File: src/pkg/cps_pkg.sv
// package for the protocol status and bus-off recovery block
// assumes an APB master and a CAN protocol engine that reports events as pulses
package cps_pkg;
  localparam logic [11:0] CPS_ADDR_STATUS = 12'h000;
  localparam logic [11:0] CPS_ADDR_CONTROL = 12'h004;
  localparam logic [11:0] CPS_ADDR_COUNTERS = 12'h008;
  localparam int CPS_LEC_LSB = 0;
  localparam int CPS_ACT_LSB = 3;
  localparam int CPS_PASSIVE_BIT = 5;
  localparam int CPS_WARN_BIT = 6;
  localparam int CPS_BUSOFF_BIT = 7;
  localparam int CPS_DATA_PHASE_ERROR_CODE_LSB = 8;
  localparam int CPS_INIT_BIT = 0;
  localparam int CPS_REC_LSB = 8;
  localparam logic [8:0] CPS_WARN_LIMIT = 9'h060;
  localparam logic [8:0] CPS_PASSIVE_LIMIT = 9'h080;
  localparam logic [8:0] CPS_BUSOFF_LIMIT = 9'h100;
  localparam logic [7:0] CPS_IDLE_RUNS = 8'h81;
  localparam logic [2:0] CPS_CODE_RESET = 3'h7;

  typedef enum logic [2:0]
  {
    CPS_LEC_NONE = 3'h0,
    CPS_LEC_STUFF = 3'h1,
    CPS_LEC_FORM = 3'h2,
    CPS_LEC_ACK = 3'h3,
    CPS_LEC_BIT1 = 3'h4,
    CPS_LEC_BIT0 = 3'h5,
    CPS_LEC_CRC = 3'h6,
    CPS_LEC_NOCHANGE = 3'h7
  } cps_code_t;

  typedef enum logic [1:0]
  {
    CPS_ACT_SYNC = 2'h0,
    CPS_ACT_IDLE = 2'h1,
    CPS_ACT_RX = 2'h2,
    CPS_ACT_TX = 2'h3
  } cps_act_t;

  typedef enum logic [1:0]
  {
    CPS_ST_ACTIVE = 2'h0,
    CPS_ST_BUSOFF = 2'h1,
    CPS_ST_RECOVER = 2'h2
  } cps_state_t;

  // one-cycle event pulses from the protocol engine
  typedef struct packed
  {
    logic frameOk;
    logic stuffErr;
    logic formErr;
    logic ackErr;
    logic bit1Err;
    logic bit0Err;
    logic crcErr;
    logic fdStuffBit;
    logic dataPhase;
    logic txErrInc;
    logic rxErrInc;
    logic txErrDec;
    logic rxErrDec;
    logic recessiveRun;
  } cps_event_t;

  typedef struct packed
  {
    logic [11:0] paddr;
    logic psel;
    logic penable;
    logic pwrite;
    logic [31:0] pwdata;
  } cps_apb_req_t;
endpackage : cps_pkg

File: src/rtl/cps_status.sv
// protocol status register, error counters and bus-off recovery
// assumes synchronous APB master and event pulses on clk from the protocol engine
//
// Added by the designer: the register addresses and register access over APB.
`timescale 1ns/1ps
module cps_status
(
  input wire logic clk,
  input wire logic reset_n,
  input wire cps_pkg::cps_apb_req_t apbReq,
  output logic [31:0] prdata,
  output logic pready,
  output logic pslverr,
  input wire cps_pkg::cps_event_t events,
  input wire cps_pkg::cps_act_t engineAct,
  output logic busEnable,
  output logic [1:0] activityState
);
  logic [2:0] lastErrorCode;
  logic [2:0] next_lastErrorCode;
  logic [2:0] dataPhaseErrorCode;
  logic [2:0] next_dataPhaseErrorCode;
  logic inDataPhase;
  logic next_inDataPhase;
  logic [8:0] txCount;
  logic [8:0] next_txCount;
  logic [8:0] rxCount;
  logic [8:0] next_rxCount;
  logic [7:0] runCount;
  logic [7:0] next_runCount;
  logic initControlBit;
  logic next_initControlBit;
  cps_pkg::cps_state_t state;
  cps_pkg::cps_state_t next_state;
  logic [31:0] next_prdata;
  logic next_pready;
  logic next_pslverr;
  logic next_busEnable;
  logic [1:0] next_activityState;
  logic warningFlag;
  logic passiveFlag;
  logic access;
  logic statusRead;
  logic ctrlWrite;
  logic recovering;
  logic [31:0] statusWord;

  // slave answers in the cycle after setup: pready rises with the access phase
  assign access = apbReq.psel & apbReq.penable & pready;
  assign statusRead = access & ~apbReq.pwrite & (apbReq.paddr == cps_pkg::CPS_ADDR_STATUS);
  assign ctrlWrite = access & apbReq.pwrite & (apbReq.paddr == cps_pkg::CPS_ADDR_CONTROL);
  assign recovering = (state == cps_pkg::CPS_ST_RECOVER);
  assign warningFlag = (txCount >= cps_pkg::CPS_WARN_LIMIT)
    | (rxCount >= cps_pkg::CPS_WARN_LIMIT);
  assign passiveFlag = (state == cps_pkg::CPS_ST_ACTIVE)
    & ((txCount >= cps_pkg::CPS_PASSIVE_LIMIT) | (rxCount >= cps_pkg::CPS_PASSIVE_LIMIT));

  always_comb
  begin
    statusWord = 32'h0000_0000;
    statusWord[cps_pkg::CPS_LEC_LSB +: 3] = lastErrorCode;
    statusWord[cps_pkg::CPS_ACT_LSB +: 2] = activityState;
    statusWord[cps_pkg::CPS_PASSIVE_BIT] = passiveFlag;
    statusWord[cps_pkg::CPS_WARN_BIT] = warningFlag;
    statusWord[cps_pkg::CPS_BUSOFF_BIT] = (state != cps_pkg::CPS_ST_ACTIVE);
    statusWord[cps_pkg::CPS_DATA_PHASE_ERROR_CODE_LSB +: 3] = dataPhaseErrorCode;
  end

  // error codes: read reloads only the last error code first, then events; an event in the read cycle wins
  always_comb
  begin
    logic [2:0] code;
    logic hit;
    code = cps_pkg::CPS_LEC_NONE;
    hit = 1'b1;
    if (events.crcErr)
      code = cps_pkg::CPS_LEC_CRC;
    else if (events.bit0Err | (recovering & events.recessiveRun))
      code = cps_pkg::CPS_LEC_BIT0;
    else if (events.bit1Err)
      code = cps_pkg::CPS_LEC_BIT1;
    else if (events.ackErr)
      code = cps_pkg::CPS_LEC_ACK;
    else if (events.formErr | (events.stuffErr & events.fdStuffBit))
      code = cps_pkg::CPS_LEC_FORM;
    else if (events.stuffErr)
      code = cps_pkg::CPS_LEC_STUFF;
    else if (events.frameOk)
      code = cps_pkg::CPS_LEC_NONE;
    else
      hit = 1'b0;
    next_lastErrorCode = statusRead ? cps_pkg::CPS_CODE_RESET : lastErrorCode;
    next_dataPhaseErrorCode = dataPhaseErrorCode;
    next_inDataPhase = inDataPhase | events.dataPhase;
    if (hit & inDataPhase & ~(recovering & events.recessiveRun))
    begin
      next_dataPhaseErrorCode = code;
      next_inDataPhase = 1'b0;
    end
    else if (hit)
      next_lastErrorCode = code;
  end

  // fault confinement and bus-off recovery
  always_comb
  begin
    next_state = state;
    next_txCount = txCount;
    next_rxCount = rxCount;
    next_runCount = runCount;
    next_initControlBit = initControlBit;
    if (ctrlWrite)
      next_initControlBit = apbReq.pwdata[cps_pkg::CPS_INIT_BIT];
    unique case (state)
      cps_pkg::CPS_ST_ACTIVE:
      begin
        if (events.txErrInc)
          next_txCount = txCount + 9'h008;
        else if (events.txErrDec && txCount != 9'h000)
          next_txCount = txCount - 9'h001;
        if (events.rxErrInc && rxCount < cps_pkg::CPS_BUSOFF_LIMIT)
          next_rxCount = rxCount + 9'h001;
        else if (events.rxErrDec && rxCount != 9'h000)
          next_rxCount = rxCount - 9'h001;
        if (next_txCount >= cps_pkg::CPS_BUSOFF_LIMIT)
        begin
          next_state = cps_pkg::CPS_ST_BUSOFF;
          next_initControlBit = 1'b1;
        end
      end
      cps_pkg::CPS_ST_BUSOFF:
      begin
        next_runCount = 8'h00;
        if (!next_initControlBit)
        begin
          next_state = cps_pkg::CPS_ST_RECOVER;
          next_rxCount = 9'h000;
        end
      end
      cps_pkg::CPS_ST_RECOVER:
      begin
        // init writes are ignored here so software cannot cut the wait short
        next_initControlBit = 1'b0;
        if (events.recessiveRun)
        begin
          next_runCount = runCount + 8'h01;
          next_rxCount = rxCount + 9'h001;
          if (next_runCount == cps_pkg::CPS_IDLE_RUNS)
          begin
            next_state = cps_pkg::CPS_ST_ACTIVE;
            next_txCount = 9'h000;
            next_rxCount = 9'h000;
            next_runCount = 8'h00;
          end
        end
      end
      default:
        next_state = cps_pkg::CPS_ST_ACTIVE;
    endcase
  end

  // bus side outputs and APB answer
  always_comb
  begin
    next_busEnable = (next_state == cps_pkg::CPS_ST_ACTIVE) & ~next_initControlBit;
    next_activityState = next_busEnable ? engineAct : cps_pkg::CPS_ACT_SYNC;
    next_pready = apbReq.psel & ~apbReq.penable;
    next_pslverr = 1'b0;
    next_prdata = prdata;
    if (apbReq.psel & ~apbReq.penable)
    begin
      next_prdata = 32'h0000_0000;
      unique case (apbReq.paddr)
        cps_pkg::CPS_ADDR_STATUS:
          next_prdata = statusWord;
        cps_pkg::CPS_ADDR_CONTROL:
          next_prdata = {31'h0000_0000, initControlBit};
        cps_pkg::CPS_ADDR_COUNTERS:
          next_prdata = {15'h0000, rxCount[7:0], txCount[8:1], txCount[0]};
        default:
          next_pslverr = 1'b1;
      endcase
    end
  end

  always_ff @(posedge clk or negedge reset_n)
  begin
    if (!reset_n)
    begin
      lastErrorCode <= cps_pkg::CPS_CODE_RESET;
      dataPhaseErrorCode <= cps_pkg::CPS_CODE_RESET;
      inDataPhase <= 1'b0;
      txCount <= 9'h000;
      rxCount <= 9'h000;
      runCount <= 8'h00;
      initControlBit <= 1'b1;
      state <= cps_pkg::CPS_ST_ACTIVE;
      prdata <= 32'h0000_0000;
      pready <= 1'b0;
      pslverr <= 1'b0;
      busEnable <= 1'b0;
      activityState <= cps_pkg::CPS_ACT_SYNC;
    end
    else
    begin
      lastErrorCode <= next_lastErrorCode;
      dataPhaseErrorCode <= next_dataPhaseErrorCode;
      inDataPhase <= next_inDataPhase;
      txCount <= next_txCount;
      rxCount <= next_rxCount;
      runCount <= next_runCount;
      initControlBit <= next_initControlBit;
      state <= next_state;
      prdata <= next_prdata;
      pready <= next_pready;
      pslverr <= next_pslverr;
      busEnable <= next_busEnable;
      activityState <= next_activityState;
    end
  end
endmodule : cps_status

File: config.mk
export PLATFORM = sky130hd
export DESIGN_NAME = cps_status
export DESIGN_NICKNAME = d
export VERILOG_FILES = /design/src/pkg/cps_pkg.sv /design/src/rtl/cps_status.sv
export SDC_FILE = /design/constraint.sdc
export NUM_CORES = 1
export LEC_CHECK = 0
export BUFFER_PORTS_ARGS = -buffer_cell sky130_fd_sc_hd__buf_2
export CORE_ASPECT_RATIO = 0.5
export CORE_MARGIN = 2
export CORE_UTILIZATION = 46
export DETAILED_ROUTE_END_ITERATION = 8
export HOLD_SLACK_MARGIN = 0.06
export PLACE_DENSITY = 0.72
export RECOVER_POWER = 100
export SLEW_MARGIN = 20
export SYNTH_ARGS = -nofsm -noshare
export SYNTH_HDL_FRONTEND = slang
export SYNTH_SLANG_ARGS = --single-unit
File: constraint.sdc
create_clock -name clk -period 2.8 [get_ports clk]
set_input_delay 0.42 -clock clk [delete_from_list [all_inputs] [get_ports clk]]
set_output_delay 0.42 -clock clk [all_outputs]
set_load 0.02 [all_outputs]
# Yosys cells after proc, flatten, opt, wreduce, memory -nomap -nowiden
# Cells that the tools add are included.
# op_classes
bitwise_logic,22
n_addsub,5
n_eq_ne,9
n_reduce_logical,16
n_lt_le_gt_ge,6
n_mux,44
# op_table
cell,count
$mux W9,10
$pmux W17 S3,1
$pmux W9 S3,1
$ge A9 B7 Y1 const B,2
$ge A9 B8 Y1 const B,2
$mux W3,6
$pmux W9 S2,1
$reduce_bool A9 Y1,2
$sub A9 B1 Y9 const B,2
$mux W8,2
$pmux W8 S2,1
$mux W2,7
$and A1 B1 Y1,13
$mux W1,13
$eq A12 B3 Y1 const B,1
$eq A12 B4 Y1 const B,1
$logic_not A12 Y1,1
$add A9 B1 Y9 const B,1
$add A9 B4 Y9 const B,1
$ge A9 B9 Y1 const B,1
$lt A9 B9 Y1 const B,1
$add A8 B1 Y8 const B,1
$eq A8 B8 Y1 const B,1
$pmux W2 S3,1
16 further kinds,29
# totals
out_inout_bits,37
inputBits,65
reg_bits,73
elab_cells,115

# Depth between registers and ports, before layout
# Gate-level depths: netlist (run 1).
# logic_depth
ltp_word,11
ltp_mapped,9
depth_no_buf,8

# Worst setup path before layout (run 1)
# Ideal clock, no wire load.
# synth_timing
path_type,in2reg
startpoint,input apbReq[42] (netlist bit)
endpoint,register rxCount[7]
path_slack_ns,0.469
arrival_ns,2.206
path_stages,7
t_required_ns,2.675
setup_ns,0.125
path_buffers,1
path_cell_list,or4_4 nor4_4 mux2i_1 nand3b_1 buf_2 a21oi_1 mux2_2
# synth_via
elab_chain_cells,5
# synth_lines
element,line,text
start: declaration,cps_status.sv:10,"input wire cps_pkg::cps_apb_req_t apbReq,"
$eq A12 B3 Y1,cps_status.sv:51,assign ctrlWrite = access & apbReq.pwrite & (apbReq.paddr == cps_pkg::CPS_ADDR_CONTROL);
$and A1 B1 Y1,cps_status.sv:51,
$mux W1,cps_status.sv:112,if (ctrlWrite)
$ne A2 B2 Y1 (no line),-,
$reduce_and A4 Y1 (no line),-,
end signal: assignment,cps_status.sv:210,rxCount <= next_rxCount;
end: declaration,cps_status.sv:27,logic [8:0] rxCount;
# No other way between the ends.
# A chain may end at the register's enable or synchronous reset.

# Final worst setup path (run 1)
# layout_timing
startpoint,register state[0]
endpoint,register dataPhaseErrorCode[0]
# layout_via
elab_chain_cells,7
elab_cells_between_ends,10
cone_classes,eq/ne (1); mux (4); bitwise (5)
# layout_lines
element,line,text
start: declaration,cps_status.sv:33,cps_pkg::cps_state_t state;
start signal: assignment,cps_status.sv:197,state <= cps_pkg::CPS_ST_ACTIVE;
start signal: assignment,cps_status.sv:213,state <= next_state;
$eq A2 B2 Y1 *,cps_status.sv:52,assign recovering = (state == cps_pkg::CPS_ST_RECOVER);
$and A1 B1 Y1 *,"cps_status.sv:78, cps_status.sv:95",
$or A1 B1 Y1,cps_status.sv:78,else if (events.bit0Err | (recovering & events.recessiveRun))
$mux W1,cps_status.sv:78,
$mux W1,cps_status.sv:76,if (events.crcErr)
$and A1 B1 Y1 (2 in series),cps_status.sv:95,if (hit & inDataPhase & ~(recovering & events.recessiveRun))
end signal: assignment,cps_status.sv:191,dataPhaseErrorCode <= cps_pkg::CPS_CODE_RESET;
end signal: assignment,cps_status.sv:207,dataPhaseErrorCode <= next_dataPhaseErrorCode;
end: declaration,cps_status.sv:21,logic [2:0] dataPhaseErrorCode;
# Every way passes the cells marked *; elsewhere a longest branch is shown, timed or not.

==> summary.md, run 1 <==
| Metric | Value |
|---|---|
| Share of power burned in registers | `35.7%` |
| Worst Setup SP | `state[0]$_DFF_PN0_` |
| Leak Pwr | `1.90 nW` |
| Hold buffers post-CTS | `0` |
| Total grt overflow | `0` |
| Antenna viol nets, final | `0` |
| Routed Wire Length | `8690 um` |
| Post-synthesis mux area share | `3.99%` |
| Synth Register Bits | `58` |
| Final nets | `540` |
| Pins Over Slew Limit | `0` |
| Clk_lat worst skew | `0.33 ns` |
| RSZ-0062 raised after global routing | `no` |
| # rows | `22` |
| Syn Area/Cell | `9.15 um^2` |
| Setup bufs post-CTS | `0` |
| CP Capture Type | `flip-flop` |
| # resized after CTS | `0` |
| Number of max-cap violations | `1` |
| Worst-Margin Slew | `1.49 ns` |
| Internal power | `2.30 mW` |
| Layout cells sized above 1 | `15.2%` |
| I/O pin count | `102` |
| Seq/Total Area, Yosys | `40.5%` |
| Commonest non-fill, non-tap cells in the layout | `51 x dfrtp_1, 39 x nand2_1, 35 x nor2_1, 35 x clkbuf_1, 32 x buf_2` |
| Worst VDD drop | `0.000332 V` |
| First-pass GRT wire length | `14100 um` |
| Min-delay src | `events[5]` |
| Synth Flop Type | `dfrtp_1` |
| Vias in the first global route | `2909` |
| Vias after detailed routing | `3223` |
| Final hold violations | `0` |
| DRT Pass-1 Iters | `4` |
| Skew final | `0.00532 ns` |
| Die H | `66.6 um` |
| Largest family of logic cells by synthesized area | `simple AND/OR/NAND/NOR gates` |
| Clk buf depth | `2` |
| Setup crit start kind | `flip-flop` |
| Syn. warnings | `0` |
| Clock share of power | `29.6%` |
| Syn Inst Count | `394` |
| # clock sinks | `58` |
| Hpwl dp | `6470 um` |
| Max FO, Critical Path | `8` |
| Most common cell after layout, fill and taps aside | `dfrtp_1` |
| Status | `complete, but fails checks` |
| Final min period | `2.51 ns` |
| Hold crit path type | `in2reg` |
| Die ar. | `8600 um^2` |
| Syn-to-layout area delta | `16.9%` |
| Max H-tree Level | `3` |
| Iter 0 DRT Violations | `273` |
| Routed len/inst | `15.1 um` |
| Ys async rst share | `100%` |
| Synth Cell Area | `3600 um^2` |
| Design area | `4210 um^2` |
| Synth Area in Adders | `4.51%` |
| Relative slew slack | `0.747%` |
| Arrival @ worst endpoint | `2.77 ns` |
| Finish-stage setup viols | `0` |
| Core Util, Final | `56.5%` |
| Failing checks | `max-capacitance violations` |
| Tcrit/Tclk final | `89.8%` |
| Clk slew on worst S/H paths | `0.05 ns` |
| GP Congestion | `0.847` |
| GRT Resource Usage Total | `21.5%` |
| Pwr Total | `3.63 mW` |
| Die X | `129 um` |
| Setup CP Type | `reg2reg` |
| Initial Util | `48.3%` |
| Setup TNS Final | `0 ns` |
| F_max | `398 MHz` |
| WP data required | `3.06 ns` |
| Sw frac | `36.7%` |
| Avg Vias per Cell | `5.61` |
| PortBufs | `55` |
| Post-synth EDFFs | `0` |
| Synth Area in XOR/XNOR | `2.19%` |
| Power Dens Cells | `862 nW/um^2` |
| Compound-Gate Fraction of Synth Area | `20.0%` |
| Core Box Area | `7460 um^2` |
| Num CTS Buffers | `9` |
| CTS tree | `done` |
| Simple-gate portion of the synthesized area | `21.8%` |
| DRC Markers | `0` |
| Critical R2R Launch | `state[0]$_DFF_PN0_` |
| Largest net degree at the start of global routing | `28` |
| Clock Tree Root | `clkbuf_16` |
| P_sw | `1.33 mW` |
| Antenna cells | `0` |
| Initial antenna violation count | `0` |
| Synth unique cells | `68` |
| Combinational group share of total power | `34.6%` |
| Post-DP Area | `4010 um^2` |
through the flow:
step                      setup slack [ns]  hold slack, ns  std cells
after floorplan                      0.469           0.124        408
after global placement               0.132           0.458        559
after detailed placement             0.108           0.455        559
after CTS                            0.367           0.126        575
after global routing                 0.125           0.317        575
final                                0.286           0.308        575
power groups by stage:
stage                     clock [mW]  sequential, mW  combinational, mW
after floorplan                    0            1.20               1.01
after global routing            1.14            1.33               1.42
final                           1.08            1.30               1.26
after detailed placement           0            1.30               1.28
after CTS                       1.10            1.29               1.29
after global placement             0            1.30               1.24
critical path: stages, from the launching register on:
cell	delay [ns]
dfrtp_1	0.43
inv_1	0.12
ha_1	0.33
and2_0	0.33
nor4_1	0.09
clkbuf_1	0.14
a21boi_0	0.73
mux2i_1	0.26
synthesized netlist by cell type (all sizes together), types with 2 or more instances:
cell type | n | area, um^2
o21ai | 30 | 150
or4b | 2 | 23.8
nand3 | 9 | 45.0
and3b | 3 | 26.3
xor2 | 2 | 17.5
a211oi | 4 | 40.0
nor4 | 8 | 71.3
xnor2 | 7 | 61.3
or4 | 6 | 53.8
and2 | 4 | 25.0
a21boi | 3 | 22.5
inv | 22 | 82.6
a221o | 5 | 50.1
a21oi | 17 | 88.8
clkbuf | 8 | 30.0
mux2i | 11 | 110
a21o | 4 | 30.0
o22ai | 4 | 25.0
nor2 | 35 | 131
or2 | 3 | 18.8
o211a | 2 | 20.0
o31ai | 7 | 52.6
nor4b | 2 | 17.5
o21a | 3 | 22.5
nand4 | 6 | 37.5
mux2 | 3 | 33.8
nand4b | 3 | 26.3
ha | 13 | 163
nand2 | 39 | 146
o21bai | 3 | 22.5
a31oi | 2 | 12.5
dfstp | 7 | 184
dfrtp | 51 | 1280
or3 | 3 | 18.8
and3 | 3 | 20.0
nand2b | 2 | 12.5
nor2b | 3 | 18.8
nor3 | 11 | 55.1
a22o | 11 | 96.3
buf | 18 | 136
cells by family after synthesis:
group	Yosys count
other	1
DFF	58
muxes	14
xor gates and xnor gates	9
and+or+nand+nor	146
AOI/OAI and AO/OA	105
buffers and inverters	48
adders and majority gates	13
layer usage:
layer,track usage (%),share of wire (%),up-vias
li1,-,-,1545
met1,28.9,48,1579
met2,34.1,45,88
met3,6.59,5.4,11
met4,4.89,1.0,0
met5,0,0,-
worst paths after layout:
kind,to,slack [ns],cells after the start
worst max-delay path,dataPhaseErrorCode[0]$_DFFE_PN1P_,0.29,7
worst min-delay path,inDataPhase$_DFF_PN0_,0.31,3
worst max register to register,dataPhaseErrorCode[0]$_DFFE_PN1P_,0.29,7
worst min register to register,dataPhaseErrorCode[0]$_DFFE_PN1P_,0.48,2
max in group asynchronous,prdata[0]$_DFFE_PN0P_,0.75,2
min in group asynchronous,rxCount[7]$_DFFE_PN0P_,0.44,1
registers in the layout, indices dropped and copies added, names as in the netlist, 2 cells and up:
register and cells:
state 2, activityState 2, txCount 9, rxCount 9
prdata 17, lastErrorCode 3, dataPhaseErrorCode 3, runCount 8
layout make-up:
cell class | instances | area [um^2]
multi-input combinational | 302 | 1930
inverter | 22 | 82.6
clock inverter | 3 | 40.0
fill | 697 | 3250
sequential | 58 | 1460
clock buffer | 13 | 250
tap | 108 | 135
timing repair buffer | 69 | 318
Note: power is estimated with default switching activity, not from simulation.
==> run 2, diff against run 1 <==
Settings changed: CORE_MARGIN 2 to 3, MAX_ROUTING_LAYER set to met4.
==> run 2 against run 1 <==
  * The run now ends clean
  * Sequential power is essentially flat
  * Total power shrank 1.5%
  * Critical path depth shrank 1
  * Non-clock buffer count shrank 2
  * Sequential share of layout area grew 0.062 points
  * Wire length shrank 3.4%
  * Largest power group unchanged
  * Setup slack lost 0.044 ns
  * Fmax shrank 1.7%
==> summary.md, run 2 (synthesis results as in run 1) <==
| Metric | Value |
|---|---|
| Avg Vias per Cell | `5.42 (was 5.61)` |
| Worst Setup EP | `dataPhaseErrorCode[0]$_DFFE_PN1P_ (unchanged)` |
| Routed len/inst | `14.6 um (was 15.1 um)` |
| Most common cell after layout, fill and taps aside | `dfrtp_1 (unchanged)` |
| Clk buf depth | `2 (unchanged)` |
| Met3 routed WL | `490 um (was 465 um)` |
| Die H | `68.6 um (was 66.6 um)` |
| Reg2reg end | `dataPhaseErrorCode[0]$_DFFE_PN1P_ (unchanged)` |
| Clk_lat worst skew | `0.33 ns (about the same)` |
| Critical Path Stages | `6 (was 7)` |
| P_sw | `1.30 mW (was 1.33 mW)` |
| CP Capture Type | `flip-flop (unchanged)` |
| Total grt overflow | `0 (unchanged)` |
| Leak Pwr | `1.90 nW (about the same)` |
| Combinational group share of total power | `34.4% (was 34.6%)` |
| Commonest non-fill, non-tap cells in the layout | `51 x dfrtp_1, 39 x nand2_1, 35 x nor2_1, 32 x buf_2, 31 x clkbuf_1 (was 51 x dfrtp_1, 39 x nand2_1, 35 x nor2_1, 35 x clkbuf_1, 32 x buf_2)` |
| Reg2Reg Depth | `6 (was 7)` |
| Arrival @ worst endpoint | `2.81 ns (was 2.77 ns)` |
| Initial Util | `48.3% (unchanged)` |
| Worst-Margin Slew | `1.17 ns (was 1.49 ns)` |
| First-pass GRT wire length | `13400 um (was 14100 um)` |
| F_max | `391 MHz (was 398 MHz)` |
| Setup TNS Final | `0 ns (unchanged)` |
| Num CTS Buffers | `9 (unchanged)` |
| Routed Wire Length | `8390 um (was 8690 um)` |
| Max reg flops | `17 (unchanged)` |
| CTS tree | `done (unchanged)` |
| Number of max-cap violations | `0 (was 1)` |
| Max FO, Critical Path | `16 (was 8)` |
| GP Congestion | `0.895 (was 0.847)` |
| Final min period | `2.56 ns (was 2.51 ns)` |
| Max H-tree Level | `3 (unchanged)` |
| Share of power burned in registers | `36.3% (was 35.7%)` |
| WP data required | `3.05 ns (was 3.06 ns)` |
| DRT Pass-1 Iters | `4 (unchanged)` |
| DR top layer | `met4 (unchanged)` |
| Buffers and inverters on the worst path | `1 (was 2)` |
| Status | `complete, no violations (was complete, but fails checks)` |
| CP delay by family, top | `compound AO/OA/AOI/OAI gates (unchanged)` |
| Clk slew on worst S/H paths | `0.05 ns (about the same)` |
| Critical path, cell by cell | `inv_1, ha_1, and2_0, nor4_1, a21boi_0, mux2i_1 (was inv_1, ha_1, and2_0, nor4_1, clkbuf_1, a21boi_0, mux2i_1)` |
| Hpwl dp | `6350 um (was 6470 um)` |
| Iter 0 DRT Violations | `185 (was 273)` |
| Vias in the first global route | `2775 (was 2909)` |
| # clock sinks | `58 (unchanged)` |
| Pins Over Slew Limit | `0 (unchanged)` |
| Setup WS post-layout | `0.241 ns (was 0.286 ns)` |
| Worst VDD drop | `0.000402 V (was 0.000332 V)` |
| Hold buffers post-CTS | `0 (unchanged)` |
| Clock share of power | `29.3% (was 29.6%)` |
| Initial antenna violation count | `0 (unchanged)` |
| Vias after detailed routing | `3103 (was 3223)` |
| Die X | `131 um (was 129 um)` |
| Syn-to-layout area delta | `16.7% (was 16.9%)` |
| GRT Resource Usage Total | `19.5% (was 21.5%)` |
| Layout cells sized above 1 | `15.9% (was 15.2%)` |
| # resized after CTS | `0 (unchanged)` |
| Largest regs | `prdata x17, rxCount x9, txCount x9 (unchanged)` |
| Antenna viol nets, final | `0 (unchanged)` |
| # rows | `22 (unchanged)` |
| Highest-delay cell along the critical path | `a21boi_0 (unchanged)` |
| Die ar. | `9000 um^2 (was 8600 um^2)` |
| Tcrit/Tclk final | `91.4% (was 89.8%)` |
| Clock Tree Root | `clkbuf_16 (unchanged)` |
| Sw frac | `36.4% (was 36.7%)` |
| Pre-CTS WS | `0.222 ns (was 0.108 ns)` |
| I/O pin count | `102 (unchanged)` |
| Antenna cells | `0 (unchanged)` |
| PortBufs | `55 (unchanged)` |
| Power Dens Cells | `850 nW/um^2 (was 862 nW/um^2)` |
| Relative slew slack | `22.0% (was 0.747%)` |
| DRC Markers | `0 (unchanged)` |
| Core Box Area | `7460 um^2 (unchanged)` |
| Register name with the most flops | `prdata (unchanged)` |
| Slowest stage delay, CP | `0.68 ns (was 0.73 ns)` |
| Setup bufs post-CTS | `0 (unchanged)` |
| Setup crit start kind | `flip-flop (unchanged)` |
| Met2 WL | `3710 um (was 3940 um)` |
| Internal power | `2.27 mW (was 2.30 mW)` |
| Reg-to-reg setup timing slack | `0.24 ns (was 0.29 ns)` |
| Final hold violations | `0 (unchanged)` |
| Largest net degree at the start of global routing | `24 (was 28)` |
| Finish-stage setup viols | `0 (unchanged)` |
| Setup CP Type | `reg2reg (unchanged)` |
| Final nets | `538 (was 540)` |
| Skew final | `0.00417 ns (was 0.00532 ns)` |
| RSZ-0062 raised after global routing | `no (unchanged)` |
| Metal-1 WL | `4120 um (was 4200 um)` |
| Worst Setup SP | `state[0]$_DFF_PN0_ (unchanged)` |
| Hold crit path type | `in2async (was in2reg)` |
| Critical R2R Launch | `state[0]$_DFF_PN0_ (unchanged)` |
run 2: layer usage:
| layer | vias to the layer above | GRT usage, % |
|---|---|---|
| met1 | 1480 | 25.6 |
| met2 | 71 | 30.5 |
| met4 | 0 | 5.10 |
| li1 | 1544 | - |
| met5 | - | - |
| met3 | 8 | 5.36 |
run 2: worst min-delay path by stage:
stage	start	end	slack, ns	depth (start not counted)
3_3_place_gp	reset_n	prdata[4]$_DFFE_PN0P_	0.42	1
3_5_place_dp	reset_n	prdata[4]$_DFFE_PN0P_	0.42	1
4_1_cts	reset_n	txCount[5]$_DFFE_PN0P_	0.06	1
5_1_grt	engineAct[0]	activityState[0]$_DFF_PN0_	0.36	2
2_1_floorplan	reset_n	activityState[0]$_DFF_PN0_	0.12	0
6_report	reset_n	txCount[5]$_DFFE_PN0P_	0.31	1
run 2: power by group through the flow:
stage	sequential, mW	clock [mW]	combinational [mW]
after floorplan	1.20	0	1.01
after global placement	1.31	0	1.23
after detailed placement	1.31	0	1.24
after CTS	1.30	1.07	1.25
after global routing	1.33	1.12	1.38
final	1.30	1.05	1.23
run 2: area by class of cell:
cell class / instances / area (um^2)
fill: 704 / 3250
multi-input combinational: 302 / 1930
sequential: 58 / 1460
timing repair buffer: 67 / 310
clock buffer: 10 / 229
tap: 108 / 135
inverter: 22 / 82.6
clock inverter: 6 / 57.6
run 2: metrics by stage:
step / total power [mW] / cell area, um^2 / hold slack (ns) / utilization [%] / std cells
4_1_cts: 3.62 / 4280 / 0.0646 / 57.3 / 573
5_1_grt: 3.83 / 4210 / 0.362 / 56.4 / 573
3_3_place_gp: 2.53 / 3990 / 0.420 / 53.5 / 557
6_report: 3.58 / 4210 / 0.308 / 56.4 / 573
3_5_place_dp: 2.55 / 3990 / 0.418 / 53.5 / 557
2_1_floorplan: 2.21 / 3660 / 0.124 / - / 408
==> run 3, diff against run 2 <==
Settings changed: ABC_AREA set to 1, CTS_CLUSTER_SIZE set to 10, PLACE_DENSITY 0.72 to 0.82.
==> run 3 against run 2 <==
  * Cell count is 13% higher
  * Total power is 0.34% lower
  * Clock-buffer cell count stayed put
  * Sequential cell count stayed put
  * First-iteration DRC count is 85% higher
  * Critical path depth is 6 higher
  * Largest cell class unchanged
  * Sequential share of layout area is 0.39 points higher
  * Clock power is 9% higher
  * Global-route usage is 1.6 points higher
  * Non-clock buffer count is 9 lower
  * Die area is 0.75% lower
==> summary.md, run 3 <==
| Metric | Value |
|---|---|
| Final hold violations | `0 (unchanged)` |
| Worst-Margin Slew | `1.30 ns (was 1.17 ns)` |
| Routed len/inst | `13.4 um (was 14.6 um)` |
| Register name with the most flops | `prdata (unchanged)` |
| Largest net degree at the start of global routing | `25 (was 24)` |
| Setup CP Type | `reg2reg (unchanged)` |
| Worst Setup SP | `runCount[1]$_DFFE_PN0P_ (was state[0]$_DFF_PN0_)` |
| Initial antenna violation count | `0 (unchanged)` |
| Largest cells by area after synthesis | `dfrtp_1 36%, nand2_1 12%, inv_1 7.2%, nor2_1 5.9%, dfstp_2 5.1% (was dfrtp_1 35%, dfstp_2 5.1%, ha_1 4.5%, nand2_1 4.1%, o21ai_0 3.9%)` |
| Relative slew slack | `13.5% (was 22.0%)` |
| Avg Vias per Cell | `5.24 (was 5.42)` |
| Hold crit path type | `in2reg (was in2async)` |
| # clock sinks | `58 (unchanged)` |
| # rows | `22 (unchanged)` |
| Clk_lat worst skew | `0.33 ns (about the same)` |
| Core Util, Final | `56.0% (was 56.4%)` |
| I/O pin count | `102 (unchanged)` |
| Critical R2R Launch | `runCount[1]$_DFFE_PN0P_ (was state[0]$_DFF_PN0_)` |
| Tcrit/Tclk final | `83.9% (was 91.4%)` |
| DRT Pass-1 Iters | `6 (was 4)` |
| Sw frac | `37.7% (was 36.4%)` |
| Worst Setup EP | `txCount[0]$_DFFE_PN0P_ (was dataPhaseErrorCode[0]$_DFFE_PN1P_)` |
| Area share of the largest cell type after synthesis | `35.7% (was 35.4%)` |
| Syn Area/Cell | `7.40 um^2 (was 9.15 um^2)` |
| Total grt overflow | `0 (unchanged)` |
| First-pass GRT wire length | `14200 um (was 13400 um)` |
| Reg2Reg Depth | `12 (was 6)` |
| Die ar. | `8930 um^2 (was 9000 um^2)` |
| Status | `complete, no violations (unchanged)` |
| Iter 0 DRT Violations | `343 (was 185)` |
| Max reg flops | `17 (unchanged)` |
| Clock share of power | `32.1% (was 29.3%)` |
| Post-synth EDFFs | `0 (unchanged)` |
| PortBufs | `55 (unchanged)` |
| Syn Inst Count | `483 (was 394)` |
| CP Capture Type | `flip-flop (unchanged)` |
| Clk slew on worst S/H paths | `0.05 ns (about the same)` |
| Worst VDD drop | `0.000438 V (was 0.000402 V)` |
| Antenna cells | `0 (unchanged)` |
| Initial Util | `48.1% (was 48.3%)` |
| Internal power | `2.22 mW (was 2.27 mW)` |
| Final min period | `2.35 ns (was 2.56 ns)` |
| Setup crit start kind | `flip-flop (unchanged)` |
| Reg-to-reg setup timing slack | `0.45 ns (was 0.24 ns)` |
| Synth Register Bits | `58 (unchanged)` |
| Clk buf depth | `2 (unchanged)` |
| CTS tree | `done (unchanged)` |
| GP Congestion | `0.897 (was 0.895)` |
| Syn-to-layout area delta | `16.3% (was 16.7%)` |
| Fillers | `638 (was 704)` |
| Hold buffers post-CTS | `0 (unchanged)` |
| Synth Cell Area | `3570 um^2 (was 3600 um^2)` |
| Reg2reg end | `txCount[0]$_DFFE_PN0P_ (was dataPhaseErrorCode[0]$_DFFE_PN1P_)` |
| RSZ-0062 raised after global routing | `no (unchanged)` |
| DRC Markers | `0 (unchanged)` |
| Setup TNS Final | `0 ns (unchanged)` |
| Antenna viol nets, final | `0 (unchanged)` |
| Die X | `131 um (about the same)` |
| Hpwl dp | `6330 um (was 6350 um)` |
| Setup bufs post-CTS | `0 (unchanged)` |
| Seq/Total Area, Yosys | `40.8% (was 40.5%)` |
| WP data required | `3.00 ns (was 3.05 ns)` |
| Layout cells sized above 1 | `11.4% (was 15.9%)` |
| P_sw | `1.34 mW (was 1.30 mW)` |
| Vias in the first global route | `3188 (was 2775)` |
| Routed Wire Length | `8650 um (was 8390 um)` |
| Num CTS Buffers | `9 (unchanged)` |
| Share of power burned in registers | `34.5% (was 36.3%)` |
| Most common cell after layout, fill and taps aside | `nand2_1 (was dfrtp_1)` |
| Die H | `68.3 um (was 68.6 um)` |
| Final nets | `624 (was 538)` |
| Post-synth top cells | `118 x nand2_1, 69 x inv_1, 56 x nor2_1, 51 x dfrtp_1, 35 x nand3_1 (was 51 x dfrtp_1, 39 x nand2_1, 35 x nor2_1, 28 x o21ai_0, 22 x inv_1)` |
| Skew final | `0.00749 ns (was 0.00417 ns)` |
| Max FO, Critical Path | `5 (was 16)` |
| Syn. warnings | `0 (unchanged)` |
| Max H-tree Level | `3 (unchanged)` |
| Synth Flop Type | `dfrtp_1 (unchanged)` |
| # resized after CTS | `0 (unchanged)` |
| Clock Tree Root | `clkbuf_16 (unchanged)` |
| Number of max-cap violations | `0 (unchanged)` |
| Largest area contributor in the netlist | `dfrtp_1 (unchanged)` |
| Leak Pwr | `2.15 nW (was 1.90 nW)` |
| F_max | `425 MHz (was 391 MHz)` |
| GRT Resource Usage Total | `21.1% (was 19.5%)` |
| Worst hold stages | `3` |
| Arrival @ worst endpoint | `2.55 ns (was 2.81 ns)` |
| Pins Over Slew Limit | `0 (unchanged)` |
| Combinational group share of total power | `33.4% (was 34.4%)` |
| Ys async rst share | `100% (unchanged)` |
| Power Dens Cells | `857 nW/um^2 (was 850 nW/um^2)` |
| Most frequent cell after synthesis | `nand2_1 (was dfrtp_1)` |
| Finish-stage setup viols | `0 (unchanged)` |
| Core Box Area | `7430 um^2 (was 7460 um^2)` |
| Largest regs | `prdata x17, rxCount x9, txCount x9 (unchanged)` |
| Synth unique cells | `35 (was 68)` |
| Commonest non-fill, non-tap cells in the layout | `119 x nand2_1, 72 x inv_1, 58 x nor2_1, 51 x dfrtp_1, 36 x nand3_1 (was 51 x dfrtp_1, 39 x nand2_1, 35 x nor2_1, 32 x buf_2, 31 x clkbuf_1)` |
| Vias after detailed routing | `3389 (was 3103)` |
[run 3: cell count changes in the layout (fill, tap and decap cells not counted), moves of 6 or more]
cell / change
nor2_1: +23
nand2_1: +80
inv_1: +50
mux2i_1: -11
xnor2_1: -6
nand3_1: +27
xor2_1: +7
a21oi_1: -6
[run 3: worst min path at each step]
stage                       from                         end  slack [ns]
finish              engineAct[1]  activityState[1]$_DFF_PN0_        0.30
global route        engineAct[1]  activityState[1]$_DFF_PN0_        0.31
CTS                      reset_n       prdata[6]$_DFFE_PN0P_        0.08
detailed placement       reset_n       prdata[6]$_DFFE_PN0P_        0.43
global placement         reset_n       prdata[6]$_DFFE_PN0P_        0.43
floorplan                reset_n  activityState[0]$_DFF_PN0_        0.12
[run 3: cell type report]
cell class	instances	area (um^2)	area share (%)
clock inverters	6	82.6	1.99
multi-input cells	347	1740	41.7
repair buffers	58	262	6.29
clock buffers	10	229	5.51
inverters	72	270	6.50
well taps	96	120	2.89
flip-flops and latches	58	1460	35.1
[run 3: power groups by stage]
| stage | Sequential, mW | Combinational [mW] | Clock (mW) |
|---|---|---|---|
| 3_3_place_gp | 1.23 | 1.12 | 0 |
| 3_5_place_dp | 1.24 | 1.17 | 0 |
| 4_1_cts | 1.22 | 1.19 | 1.15 |
| 5_1_grt | 1.26 | 1.37 | 1.19 |
| 2_1_floorplan | 1.20 | 0.907 | 0 |
| 6_report | 1.23 | 1.19 | 1.14 |
[run 3: worst max-delay path, cell delays in order (launching register included)]
cell	delay, ns
dfrtp_1	0.38
ha_1	0.23
nand3_1	0.14
o21ai_1	0.17
nand2_1	0.09
nor2_2	0.10
nand3_1	0.15
nor2_1	0.35
inv_1	0.21
nand2_4	0.13
nand2_2	0.06
xor2_1	0.15
nor2_1	0.06
[run 3: metal layers]
layer | wire length, um | up-vias | track usage [%] | part of all wire, %
met1 | 3700 | 1567 | 25.9 | 43
met2 | 4150 | 141 | 34.4 | 48
met5 | 0 | - | - | 0
met3 | 528 | 33 | 4.21 | 6.1
li1 | - | 1648 | - | -
met4 | 273 | 0 | 9.36 | 3.2
[run 3: metrics by stage]
step	power, mW	std cells	setup WS, ns	hold slack (ns)	area [um^2]
finish	3.56	647	0.450	0.304	4160
global route	3.81	647	0.248	0.309	4160
CTS	3.57	647	0.680	0.0810	4220
detailed placement	2.40	631	0.652	0.433	3910
global placement	2.35	631	0.678	0.429	3910
floorplan	2.11	497	0.986	0.124	3630
[run 3: logic make-up after synthesis]
kind of cell	share of synthesized area, %
and+or+nand+nor	29.3
xor gates and xnor gates	2.91
adders and majority gates	4.55
DFF	40.8
buffers and inverters	11.3
other	0.105
AOI/OAI and AO/OA	11.1
